[src/logic/stm_regs.svh]
// Register offsets, field positions and timing constants of the monitor
`ifndef STM_REGS_SVH
`define STM_REGS_SVH

// ****************************************************************
// Register offsets (byte addresses)
// ****************************************************************
`define STM_ADDR_W 4
`define STM_OFS_CTRL 4'h0
`define STM_OFS_STATUS 4'h4
`define STM_OFS_TRIPCNT 4'h8

// ****************************************************************
// Control register fields (write one to act)
// ****************************************************************
`define STM_CTRL_START 0
`define STM_CTRL_MSG_CLR 1

// ****************************************************************
// Status register fields
// ****************************************************************
`define STM_ST_FILT_A 0
`define STM_ST_FILT_B 1
`define STM_ST_STATE_LO 2
`define STM_ST_STATE_HI 3
`define STM_ST_MSG 4
`define STM_ST_FAULT 5
`define STM_ST_RAW_A 6
`define STM_ST_RAW_B 7
`define STM_ST_RUNNING 8

// ****************************************************************
// Bus answers and reset values
// ****************************************************************
`define STM_RESP_OKAY 2'h0
`define STM_RESP_SLVERR 2'h2
`define STM_DATA_RST 32'h0000_0000
`define STM_CNT_W 16

// ****************************************************************
// Timing
// ****************************************************************
`define STM_CLK_MHZ 100
`define STM_TICK_US 1000
`define STM_TICK_CYC (`STM_CLK_MHZ * `STM_TICK_US)
`define STM_FILT_MS 6
`define STM_DIS_MIN_MS 1600
`define STM_DIS_MAX_MS 3000
`define STM_DIS_TRIP_MS ((`STM_DIS_MIN_MS + `STM_DIS_MAX_MS) / 2)

`endif

[src/logic/stm_pkg.sv]
// Types shared by the torque cutoff monitor
package stm_pkg;

  typedef enum logic [1:0] {
    STM_SAFE     = 2'b00,
    STM_RUN_OK   = 2'b01,
    STM_DISAGREE = 2'b10,
    STM_FAULT    = 2'b11
  } stm_state_e;

endpackage

[src/logic/stm_tick.sv]
// Millisecond enable pulse divided down from the system clock
`timescale 1ns/1ps
`default_nettype none
module stm_tick #(
  parameter int unsigned DIV = 100000
) (
  input wire logic clk_i,
  input wire logic rst_i,
  output logic tick_o
);
  localparam int W = (DIV > 1) ? $clog2(DIV) : 1;

  logic [W-1:0] cnt_q;
  wire last_w = (cnt_q == W'(DIV - 1));

  always_ff @(posedge clk_i) begin
    if (rst_i) begin
      cnt_q <= '0;
      tick_o <= 1'b0;
    end else begin
      cnt_q <= last_w ? '0 : cnt_q + 1'b1;
      tick_o <= last_w;
    end
  end
endmodule
`default_nettype wire

[src/logic/stm_filter.sv]
// Low-going filter for one request input
`timescale 1ns/1ps
`default_nettype none
module stm_filter #(
  parameter int unsigned FILT = 6
) (
  input wire logic clk_i,
  input wire logic rst_i,
  input wire logic tick_i,
  input wire logic raw_i,
  output logic filt_o
);
  localparam int W = $clog2(FILT + 1);

  logic [W-1:0] cnt_q;
  wire done_w = (cnt_q == W'(FILT - 1));

  // Low is taken on the FILT-th tick of continuous low, after at least FILT-1 whole tick periods
  always_ff @(posedge clk_i) begin
    if (rst_i) begin
      cnt_q <= '0;
      filt_o <= 1'b0;
    end else if (raw_i) begin
      cnt_q <= '0;
      filt_o <= 1'b1;
    end else if (filt_o && tick_i) begin
      cnt_q <= done_w ? '0 : cnt_q + 1'b1;
      filt_o <= !done_w;
    end
  end
endmodule
`default_nettype wire

[src/logic/stm_monitor.sv]
// Dual-channel torque cutoff input monitor with AXI4-Lite registers
//
// Our own choices: the AXI4-Lite interface to the registers and the placing of the registers.
`include "stm_regs.svh"
`timescale 1ns/1ps
`default_nettype none
module stm_monitor
  import stm_pkg::*;
#(
  parameter int unsigned TICK_CYC = `STM_TICK_CYC,
  parameter int unsigned FILT_MS = `STM_FILT_MS,
  parameter int unsigned DIS_TRIP_MS = `STM_DIS_TRIP_MS
) (
  input wire logic clk_i,
  input wire logic rst_i,
  input wire logic request_input_a_i,
  input wire logic request_input_b_i,
  input wire logic start_cmd_i,
  input wire logic running_i,
  output logic trip_o,
  output logic start_inhibit_o,
  output logic status_output_pos_o,
  output logic status_output_neg_o,
  output logic trip_msg_o,
  output logic trip_log_o,
  output logic fault_o,
  input wire logic [`STM_ADDR_W-1:0] s_axi_awaddr,
  input wire logic [2:0] s_axi_awprot,
  input wire logic s_axi_awvalid,
  output logic s_axi_awready,
  input wire logic [31:0] s_axi_wdata,
  input wire logic [3:0] s_axi_wstrb,
  input wire logic s_axi_wvalid,
  output logic s_axi_wready,
  output logic [1:0] s_axi_bresp,
  output logic s_axi_bvalid,
  input wire logic s_axi_bready,
  input wire logic [`STM_ADDR_W-1:0] s_axi_araddr,
  input wire logic [2:0] s_axi_arprot,
  input wire logic s_axi_arvalid,
  output logic s_axi_arready,
  output logic [31:0] s_axi_rdata,
  output logic [1:0] s_axi_rresp,
  output logic s_axi_rvalid,
  input wire logic s_axi_rready
);

  // ****************************************************************
  // Address decode helper
  // ****************************************************************
  function automatic logic addr_hit(input logic [`STM_ADDR_W-1:0] a);
    addr_hit = (a == `STM_OFS_CTRL) || (a == `STM_OFS_STATUS) ||
               (a == `STM_OFS_TRIPCNT);
  endfunction

  localparam int DW = $clog2(DIS_TRIP_MS + 1);

  // ****************************************************************
  // Millisecond tick and input filters
  // ****************************************************************
  logic tick_w;
  logic [1:0] raw_w;
  logic [1:0] filt_w;

  assign raw_w = {request_input_b_i, request_input_a_i};

  stm_tick #(
    .DIV(TICK_CYC)
  ) u_tick (
    .clk_i(clk_i),
    .rst_i(rst_i),
    .tick_o(tick_w)
  );

  // Each channel filtered on its own so staggered test pulses pass
  for (genvar i = 0; i < 2; i++) begin : g_filt
    stm_filter #(
      .FILT(FILT_MS)
    ) u_filt (
      .clk_i(clk_i),
      .rst_i(rst_i),
      .tick_i(tick_w),
      .raw_i(raw_w[i]),
      .filt_o(filt_w[i])
    );
  end

  // ****************************************************************
  // Input state decode
  // ****************************************************************
  wire both_low_w = !filt_w[0] && !filt_w[1];
  wire both_high_w = filt_w[0] && filt_w[1];
  wire differ_w = filt_w[0] ^ filt_w[1];

  // ****************************************************************
  // Disagreement timer
  // ****************************************************************
  logic [DW-1:0] dis_cnt_q;
  wire dis_expire_w = tick_w && (dis_cnt_q == DW'(DIS_TRIP_MS - 1));

  always_ff @(posedge clk_i) begin
    if (rst_i) begin
      dis_cnt_q <= '0;
    end else if (!differ_w) begin
      dis_cnt_q <= '0;
    end else if (tick_w && !dis_expire_w) begin
      dis_cnt_q <= dis_cnt_q + 1'b1;
    end
  end

  // ****************************************************************
  // Monitor state machine
  // ****************************************************************
  stm_state_e state_q;
  stm_state_e state_d;

  always_comb begin
    state_d = state_q;
    unique case (state_q)
      STM_SAFE, STM_RUN_OK, STM_DISAGREE: begin
        if (state_q == STM_DISAGREE && differ_w && dis_expire_w) begin
          state_d = STM_FAULT;
        end else if (both_low_w) begin
          state_d = STM_SAFE;
        end else if (both_high_w) begin
          state_d = STM_RUN_OK;
        end else begin
          state_d = STM_DISAGREE;
        end
      end
      STM_FAULT: begin
        state_d = STM_FAULT;
      end
    endcase
  end

  always_ff @(posedge clk_i) begin
    if (rst_i) begin
      state_q <= STM_SAFE;
    end else begin
      state_q <= state_d;
    end
  end

  // ****************************************************************
  // Drive outputs
  // ****************************************************************
  wire trip_w = (state_d != STM_RUN_OK);
  wire status_on_w = (state_d == STM_SAFE);

  // Registered straight from the next state to keep response short
  always_ff @(posedge clk_i) begin
    if (rst_i) begin
      trip_o <= 1'b1;
      start_inhibit_o <= 1'b1;
      status_output_pos_o <= 1'b0;
      status_output_neg_o <= 1'b1;
      fault_o <= 1'b0;
    end else begin
      trip_o <= trip_w;
      start_inhibit_o <= trip_w;
      status_output_pos_o <= status_on_w;
      status_output_neg_o <= !status_on_w;
      fault_o <= (state_d == STM_FAULT);
    end
  end

  // ****************************************************************
  // Register bus: write channel
  // ****************************************************************
  logic aw_have_q;
  logic w_have_q;
  logic [`STM_ADDR_W-1:0] aw_addr_q;
  logic [31:0] w_data_q;
  logic [3:0] w_strb_q;

  assign s_axi_awready = !aw_have_q && !s_axi_bvalid;
  assign s_axi_wready = !w_have_q && !s_axi_bvalid;

  wire aw_take_w = s_axi_awvalid && s_axi_awready;
  wire w_take_w = s_axi_wvalid && s_axi_wready;
  wire wr_go_w = aw_have_q && w_have_q;
  wire wr_ctrl_w = wr_go_w && (aw_addr_q == `STM_OFS_CTRL) && w_strb_q[0];
  wire soft_start_w = wr_ctrl_w && w_data_q[`STM_CTRL_START];
  wire msg_clr_w = wr_ctrl_w && w_data_q[`STM_CTRL_MSG_CLR];

  always_ff @(posedge clk_i) begin
    if (rst_i) begin
      aw_have_q <= 1'b0;
      w_have_q <= 1'b0;
      aw_addr_q <= '0;
      w_data_q <= `STM_DATA_RST;
      w_strb_q <= '0;
      s_axi_bvalid <= 1'b0;
      s_axi_bresp <= `STM_RESP_OKAY;
    end else begin
      if (aw_take_w) begin
        aw_have_q <= 1'b1;
        aw_addr_q <= s_axi_awaddr;
      end
      if (w_take_w) begin
        w_have_q <= 1'b1;
        w_data_q <= s_axi_wdata;
        w_strb_q <= s_axi_wstrb;
      end
      if (wr_go_w) begin
        aw_have_q <= 1'b0;
        w_have_q <= 1'b0;
        s_axi_bvalid <= 1'b1;
        s_axi_bresp <= addr_hit(aw_addr_q) ? `STM_RESP_OKAY
                                           : `STM_RESP_SLVERR;
      end else if (s_axi_bvalid && s_axi_bready) begin
        s_axi_bvalid <= 1'b0;
      end
    end
  end

  // ****************************************************************
  // Start attempts, trip message and trip history
  // ****************************************************************
  wire start_w = start_cmd_i || soft_start_w;
  logic trip_prev_q;
  logic [`STM_CNT_W-1:0] trip_cnt_q;

  wire start_trip_w = start_w && trip_w;
  wire run_trip_w = running_i && trip_w && !trip_prev_q;
  wire msg_set_w = start_trip_w || run_trip_w || (state_d == STM_FAULT);
  wire log_w = start_trip_w || run_trip_w;

  always_ff @(posedge clk_i) begin
    if (rst_i) begin
      trip_prev_q <= 1'b1;
      trip_msg_o <= 1'b0;
      trip_log_o <= 1'b0;
      trip_cnt_q <= '0;
    end else begin
      trip_prev_q <= trip_w;
      // Set wins over a clear in the same cycle
      if (msg_set_w) begin
        trip_msg_o <= 1'b1;
      end else if (msg_clr_w) begin
        trip_msg_o <= 1'b0;
      end
      trip_log_o <= log_w;
      if (log_w && !(&trip_cnt_q)) begin
        trip_cnt_q <= trip_cnt_q + 1'b1;
      end
    end
  end

  // ****************************************************************
  // Register bus: read channel
  // ****************************************************************
  logic [31:0] status_w;
  logic [31:0] rd_mux_w;

  always_comb begin
    status_w = `STM_DATA_RST;
    status_w[`STM_ST_FILT_A] = filt_w[0];
    status_w[`STM_ST_FILT_B] = filt_w[1];
    status_w[`STM_ST_STATE_HI:`STM_ST_STATE_LO] = state_q;
    status_w[`STM_ST_MSG] = trip_msg_o;
    status_w[`STM_ST_FAULT] = fault_o;
    status_w[`STM_ST_RAW_A] = raw_w[0];
    status_w[`STM_ST_RAW_B] = raw_w[1];
    status_w[`STM_ST_RUNNING] = running_i;
  end

  assign rd_mux_w =
    (s_axi_araddr == `STM_OFS_STATUS) ? status_w :
    (s_axi_araddr == `STM_OFS_TRIPCNT) ? 32'(trip_cnt_q) :
    `STM_DATA_RST;

  assign s_axi_arready = !s_axi_rvalid;

  always_ff @(posedge clk_i) begin
    if (rst_i) begin
      s_axi_rvalid <= 1'b0;
      s_axi_rdata <= `STM_DATA_RST;
      s_axi_rresp <= `STM_RESP_OKAY;
    end else if (s_axi_arvalid && s_axi_arready) begin
      s_axi_rvalid <= 1'b1;
      s_axi_rdata <= rd_mux_w;
      s_axi_rresp <= addr_hit(s_axi_araddr) ? `STM_RESP_OKAY
                                            : `STM_RESP_SLVERR;
    end else if (s_axi_rvalid && s_axi_rready) begin
      s_axi_rvalid <= 1'b0;
    end
  end

endmodule
`default_nettype wire

[config.mk]
export PLATFORM = sky130hd
export DESIGN_NAME = stm_monitor
export DESIGN_NICKNAME = d
export VERILOG_FILES = /design/src/logic/stm_pkg.sv /design/src/logic/stm_tick.sv /design/src/logic/stm_filter.sv /design/src/logic/stm_monitor.sv
export VERILOG_INCLUDE_DIRS = /design/src /design/src/logic
export SDC_FILE = /design/constraint.sdc
export NUM_CORES = 1
export LEC_CHECK = 0
export BUFFER_PORTS_ARGS = -buffer_cell sky130_fd_sc_hd__clkbuf_2
export CORE_MARGIN = 5
export CORE_UTILIZATION = 52
export CTS_CLUSTER_DIAMETER = 150
export DETAILED_ROUTE_END_ITERATION = 8
export PLACE_DENSITY = 0.77
export SYNTH_ARGS = -nofsm -noshare
export SYNTH_HDL_FRONTEND = slang
export SYNTH_SLANG_ARGS = --single-unit
[constraint.sdc]
create_clock -name clk_i -period 2.3 [get_ports clk_i]
set_clock_uncertainty 0.1 [all_clocks]
set_input_delay 0.23 -clock clk_i [delete_from_list [all_inputs] [get_ports clk_i]]
set_output_delay 0.23 -clock clk_i [all_outputs]
set_load 0.02 [all_outputs]
# [After elaboration in Yosys (flattened, before gate mapping)]
# Index checks and enable logic that the tools add are counted.
[totals] out_inout_bits=48 regBits=109 elab_cells=124
[op_classes] add_sub_neg=5 n_eq_ne=13 n_bitwise=2 reduce_logical=59 muxes=20
[op_table] cell="16-bit 2-to-1 mux" n=2
[op_table] cell="1-bit logical AND" n=24
[op_table] cell="17-bit by 1-bit adder with 17-bit output (second input constant)" n=1
[op_table] cell="17-bit == test (second input constant)" n=1
[op_table] cell="16-bit by 1-bit adder with 16-bit output (second input constant)" n=1
[op_table] cell="16-bit AND reduction" n=1
[op_table] cell="12-bit by 1-bit adder with 12-bit output (second input constant)" n=1
[op_table] cell="12-bit == test (second input constant)" n=1
[op_table] cell="1-bit logical NOT" n=12
[op_table] cell="1-bit 2-to-1 mux" n=10
[op_table] cell="2-bit 2-to-1 mux" n=5
[op_table] cell="2-bit nonzero test" n=5
[op_table] cell="2-bit OR reduction" n=5
[op_table] cell="4-bit by 3-bit == test with 1-bit output (second input constant)" n=2
[op_table] cell="4-bit == test (second input constant)" n=2
[op_table] cell="4-bit logical NOT" n=2
[op_table] cell="1-bit logical OR" n=7
[op_table] cell="3-bit by 1-bit adder with 3-bit output (second input constant)" n=2
[op_table] cell="2-bit == test (second input constant)" n=3
[op_table] cell="3-bit == test (second input constant)" n=2
[op_table] cell="3-bit 2-to-1 mux" n=2
[op_table] cell="2-bit logical NOT" n=2
[op_table] cell="2-bit one-hot mux with 2 select lines" n=1
[op_table] cell="3-bit OR reduction" n=1
[op_table] cell="other kinds (4)" n=4

# [Logic depth before layout (Yosys ltp)]
[depth] word_depth=11 depth_mapped=7 depth_no_buf=6

# [Modules after synthesis]
# A second synthesis with hierarchy kept.
[hier_totals] cells_unflattened=459 hier_area_um2=4205.3
[by_module_without_submodules] mod="stm_monitor" instances=1 cells_each=335 area_each_um2=2922.8
[by_module_without_submodules] mod="stm_tick" instances=1 cells_each=88 area_each_um2=862.1
[by_module_without_submodules] mod="stm_filter" instances=2 cells_each=18 area_each_um2=210.2

# [Worst setup path after synthesis]
# No wires, ideal clock.
[synth_path] path_type="register to register" startpoint="register g_filt[0].u_filt.filt_o" endpoint="register trip_cnt_q[6]" slack_ns=0.188 required_ns=2.079 stages_incl_launch_ff=8 path_buffers=1 setup_ns=0.121 synth_period_minus_slack_ns=2.112 arrival_ns=1.891 path_cell_list="dfxtp_1 > ha_1 > a21oi_1 > and2_1 > buf_2 > or2_2 > nor4_1 > mux2_2"
[synth_between] elab_chain_cells=10
[synth_lines] element="from (decl)" line="stm_filter.sv:11" source="output logic filt_o"
[synth_lines] element="from (signal assigned)" line="stm_filter.sv:28" source="filt_o <= !done_w;"
[synth_lines] element="1-bit logical AND (tied with other cells)" line="stm_monitor.sv:92" source="wire both_high_w = filt_w[0] && filt_w[1];"
[synth_lines] element="2-bit 2-to-1 mux (tied with other cells)" line="stm_monitor.sv:125" source="end else if (both_high_w) begin"
[synth_lines] element="2-bit 2-to-1 mux / 1-bit logical AND (equally long branches)" line="stm_monitor.sv:123, stm_monitor.sv:121"
[synth_lines] element="2-bit 2-to-1 mux (*)" line="stm_monitor.sv:121" source="if (state_q == STM_DISAGREE && differ_w && dis_expire_w) begin"
[synth_lines] element="2-bit one-hot mux with 2 select lines (*)" line="stm_monitor.sv:119" source="unique case (state_q)"
[synth_lines] element="2-bit by 1-bit inequality test with 1-bit output (*)" line="stm_monitor.sv:148" source="wire trip_w = (state_d != STM_RUN_OK);"
[synth_lines] element="1-bit logical AND (2 in a row)" line="stm_monitor.sv:226" source="wire run_trip_w = running_i && trip_w && !trip_prev_q;"
[synth_lines] element="1-bit logical OR (*)" line="stm_monitor.sv:228" source="wire log_w = start_trip_w || run_trip_w;"
[synth_lines] element="1-bit logical AND (*)" line="stm_monitor.sv:245" source="if (log_w && !(&trip_cnt_q)) begin"
[synth_lines] element="to (signal assigned)" line="stm_monitor.sv:246" source="trip_cnt_q <= trip_cnt_q + 1'b1;"
[synth_lines] element="to (decl)" line="stm_monitor.sv:223" source="logic [`STM_CNT_W-1:0] trip_cnt_q;"
# Mark *: on every way between the ends. The rest lies on a longest branch, timed or not.
# A chain may end at the register's enable or synchronous reset.

# [Worst setup path after layout]
# Ends and elaborated chain as after synthesis.

==> impl_metrics.xml <==
<?xml version="1.0" encoding="UTF-8"?>
<metrics>
  <group name="job">
    <metric name="timing.max_cap.violations" unit="">0</metric>
  </group>
  <group name="layout">
    <metric name="finalCoreUtilization" unit="%">59.79</metric>
    <metric name="post_route_cells_drive_above_1_share" unit="%">18.11</metric>
    <metric name="diodes" unit="">0</metric>
    <metric name="finish.net_count" unit="">580</metric>
    <metric name="area.growth.synth_to_final" unit="%">13.59</metric>
    <metric name="filler_cell_count" unit="">711</metric>
    <metric name="postLayoutCellArea" unit="um2">4548</metric>
  </group>
  <group name="logic_synthesis">
    <metric name="ys_async_sr_fraction" unit="%">0</metric>
    <metric name="ys.flop_type" unit="">sky130_fd_sc_hd__dfxtp_1</metric>
    <metric name="synth.avg_cell_area" unit="um2">8.800</metric>
    <metric name="netlist-cell-type-count" unit="">48</metric>
    <metric name="warnings_from_yosys" unit="">0</metric>
    <metric name="synth_edf_count" unit="">0</metric>
    <metric name="ys_top_cells_by_count" unit="">91 x sky130_fd_sc_hd__dfxtp_1, 72 x sky130_fd_sc_hd__nor2_1, 27 x sky130_fd_sc_hd__nor3_1</metric>
    <metric name="sequential_cell_area_fraction_in_the_yosys_report" unit="%">45.50</metric>
    <metric name="synth_seq_cells" unit="">91</metric>
    <metric name="synth_top_cell_area_share" unit="%">45.50</metric>
    <metric name="count_of_mapped_cells_out_of_synthesis" unit="">455</metric>
    <metric name="yosysTopAreaCell" unit="">sky130_fd_sc_hd__dfxtp_1</metric>
    <metric name="synth.most_common_cell" unit="">sky130_fd_sc_hd__dfxtp_1</metric>
    <metric name="post_synth_main_area_contributors" unit="">sky130_fd_sc_hd__dfxtp_1 46%, sky130_fd_sc_hd__nor2_1 6.8%, sky130_fd_sc_hd__xor2_1 5.0%</metric>
    <metric name="mappedNetlistArea" unit="um2">4004</metric>
  </group>
  <group name="worst_setup_path">
    <metric name="critical_path.endpoint_type" unit="">flip-flop</metric>
    <metric name="worst_ep_arrival_time" unit="ps">2350</metric>
    <metric name="timing.critical_path.fanout_max" unit="">9</metric>
    <metric name="number_of_cells_on_the_worst_reg_to_reg_path" unit="">6</metric>
    <metric name="worstPathRequired" unit="ps">2450</metric>
    <metric name="max_stage_delay" unit="ps">370</metric>
    <metric name="critPathLaunchType" unit="">flip-flop</metric>
    <metric name="worst_path_max_delay_cell" unit="">sky130_fd_sc_hd__mux2_2</metric>
    <metric name="worstSetupPathType" unit="">reg2reg</metric>
    <metric name="crit_path_cell_trace" unit="">ha_1 &gt; a21oi_1 &gt; and2_1 &gt; or2_2 &gt; nor4_1 &gt; mux2_2</metric>
  </group>
  <group name="grt">
    <metric name="number_of_antenna_violations_at_the_first_check_in_global_routing" unit="">0</metric>
    <metric name="first_pass_grt_wire_length" unit="mm">14.35</metric>
    <metric name="gr-usage-all-layers" unit="%">18.06</metric>
    <metric name="grt-ovfl-total" unit="">0</metric>
    <metric name="grt_max_degree" unit="">27</metric>
    <metric name="first_global_vias" unit="">3220</metric>
  </group>
  <group name="timing">
    <metric name="totalNegativeSetupSlack" unit="ps">0</metric>
    <metric name="layout_worst_path_cycle_share" unit="%">95.80</metric>
    <metric name="maxSlewHeadroom" unit="%">56.45</metric>
    <metric name="max_freq" unit="MHz">453.8</metric>
    <metric name="report.final.setup_viol" unit="">0</metric>
    <metric name="timing_max_transition_violations_final" unit="">0</metric>
    <metric name="setup_repair_after_global_routing_missed_its_margin" unit="">no</metric>
    <metric name="timing_worst_slew_pin_value" unit="ps">650.9</metric>
    <metric name="timing_hold_violations_final" unit="">0</metric>
    <metric name="layout_min_cycle_time" unit="ps">2203</metric>
  </group>
  <group name="routing">
    <metric name="via_density" unit="">5.330</metric>
    <metric name="wl_per_cell" unit="um">13.59</metric>
    <metric name="detailroute.via_count" unit="">3310</metric>
    <metric name="routed_wirelength" unit="mm">8.438</metric>
    <metric name="routedLengthMet1" unit="mm">3.619</metric>
    <metric name="drt_drc_violations_left" unit="">0</metric>
    <metric name="routed-wl-met3" unit="um">385</metric>
    <metric name="detail-route-antenna-nets" unit="">0</metric>
    <metric name="met2_wirelength" unit="mm">4.237</metric>
    <metric name="drt_iter0_markers" unit="">109</metric>
    <metric name="highest-signal-layer" unit="">met4</metric>
    <metric name="detailedRoute.firstPassIterationCount" unit="">5</metric>
  </group>
  <group name="floorplan">
    <metric name="dieHeight" unit="um">97.75</metric>
    <metric name="initial_utilization" unit="%">52.63</metric>
    <metric name="row_count" unit="">32</metric>
    <metric name="design.die.area" unit="um2">9554</metric>
    <metric name="pin_count" unit="">109</metric>
    <metric name="dieWidth" unit="um">97.75</metric>
    <metric name="design.core.area" unit="um2">7607</metric>
  </group>
  <group name="clock_tree">
    <metric name="clk-insertion-delay-late" unit="ps">360</metric>
    <metric name="clkSinkCount" unit="">91</metric>
    <metric name="cts.path.max_buffers" unit="">2</metric>
    <metric name="cts_buffers" unit="">9</metric>
    <metric name="cts_tree" unit="">done</metric>
    <metric name="cts-htree-levels" unit="">3</metric>
    <metric name="cts_root_buffer" unit="">sky130_fd_sc_hd__clkbuf_8</metric>
    <metric name="clk_transition_reported_paths" unit="ps">80</metric>
  </group>
  <group name="placement">
    <metric name="dpl_cell_area" unit="um2">4318</metric>
    <metric name="place.port_buffers" unit="">51</metric>
    <metric name="place_hpwl" unit="mm">6.136</metric>
    <metric name="gpl.final_weighted_congestion" unit="">0.8454</metric>
  </group>
  <group name="worst_hold_path">
    <metric name="min_path_type" unit="">in2reg</metric>
    <metric name="min_path_cells" unit="">3</metric>
  </group>
  <group name="status">
    <metric name="outcome" unit="">completed</metric>
  </group>
  <group name="power">
    <metric name="power.density_cell_area" unit="nW/um2">636.7</metric>
    <metric name="cellLeakagePower" unit="nW">1.783</metric>
    <metric name="power.ir.vdd_worst" unit="V">0.0003597</metric>
  </group>
</metrics>
==> what timing repair did <==
| action | CTS | global route |
|---|---|---|
| hold endpoints to repair | 8 | 0 |
| hold buffers | 7 | 0 |
| buffers inserted | 0 | 0 |
| resized for setup | 0 | 0 |
==> metal layers <==
layer  global-route usage [%]  vias to the layer above
li1                         -                     1671
met1                    20.86                     1551
met2                    30.94                       67
met3                    5.929                       21
met4                    7.135                        0
met5                        0                        -
==> stage by stage <==
step                      power (mW)  worst slack [ps]  instances  hold slack (ps)
after CTS                      2.929             130.9        621            5.685
after global placement         1.981             171.0        599            319.1
final                          2.896             96.55        621            18.00
after detailed placement       1.993             147.0        599            326.0
after floorplan                1.920             187.9        472            209.3
after global routing           3.042             7.446        621            34.39
==> logic make-up (layout without fill, tap and decap cells) <==
family                     count (synthesis)  count (layout)  share of synthesized area, %
and+or+nand+nor                          219             219                         28.62
DFF                                       91              91                         45.50
muxes                                     12              12                         3.125
xor gates and xnor gates                  31              31                         6.781
adders and majority gates                  4               4                         1.250
buffers and inverters                     48              95                         6.312
other                                      1              18                       0.09366
AOI/OAI and AO/OA                         49              49                         8.313
==> state kept, by name, summed over array words and instances, names as in the netlist, 2 cells and up <==
register,count
state_q,2
aw_addr_q,4
dis_cnt_q,12
g_filt.u_filt.filt_o,2
w_data_q,2
trip_cnt_q,16
u_tick.cnt_q,17
g_filt.u_filt.cnt_q,6
s_axi_rdata,16
==> worst max-delay path, delay by kind of cell, from the launching register on <==
family,cells,cell delay [ps]
adder cells (fa/ha/maj),1,350
AND/OR/NAND/NOR,3,860
AO/OA/AOI/OAI,1,60
flip-flops,1,360
multiplexers,1,370
==> power by group <==
group	switching, mW	total, mW	internal (mW)
sequential	0.0403	1.66	1.62
clock	0.519	0.931	0.412
combinational	0.192	0.301	0.109
==> path summary, 6_finish.rpt <==
kind / startpoint / end / slack [ps]
hold reg to reg: s_axi_rdata[12]$_SDFFE_PP0P_ / s_axi_rdata[12]$_SDFFE_PP0P_ / 360
setup / recovery: g_filt[0].u_filt.filt_o$_SDFFE_PP0P_ / trip_cnt_q[6]$_SDFFE_PP0P_ / 100
setup reg to reg: g_filt[0].u_filt.filt_o$_SDFFE_PP0P_ / trip_cnt_q[6]$_SDFFE_PP0P_ / 100
hold / removal: s_axi_awaddr[3] / aw_addr_q[3]$_SDFFE_PP0P_ / 20
==> layout make-up <==
class | instances | area (um2) | area share [%]
flip-flops and latches | 91 | 1822 | 40.06
multi-input cells | 333 | 1993 | 43.82
clock inverters | 3 | 15.01 | 0.3301
well taps | 102 | 127.6 | 2.806
clock buffers | 12 | 145.1 | 3.191
repair buffers | 68 | 400.4 | 8.803
inverters | 12 | 45.04 | 0.9904
==> layout by cell type (no fill, tap or decap), drive strengths merged, types with 2 or more instances in the layout <==
| cell type | n |
|---|---|
| dlygate4sd3 | 7 |
| nand3 | 21 |
| a21oi | 26 |
| nor3b | 3 |
| or2 | 4 |
| nor2b | 5 |
| clkbuf | 63 |
| nor4 | 6 |
| o21ba | 2 |
| a211oi | 2 |
| o21ai | 2 |
| mux2 | 4 |
| nor2 | 72 |
| nand2b | 3 |
| ha | 4 |
| and4 | 3 |
| a31oi | 3 |
| and3 | 9 |
| nand4b | 2 |
| nor4b | 4 |
| buf | 10 |
| nand2 | 26 |
| xnor2 | 8 |
| mux2i | 8 |
| nand3b | 2 |
| conb | 18 |
| a221oi | 10 |
| a31o | 2 |
| dfxtp | 91 |
| clkinv | 3 |
| nor3 | 28 |
| inv | 12 |
| xor2 | 23 |
| and4bb | 2 |
| nand4 | 19 |
| or3 | 3 |
| and2 | 4 |
Power figures use the tool's default switching activity.
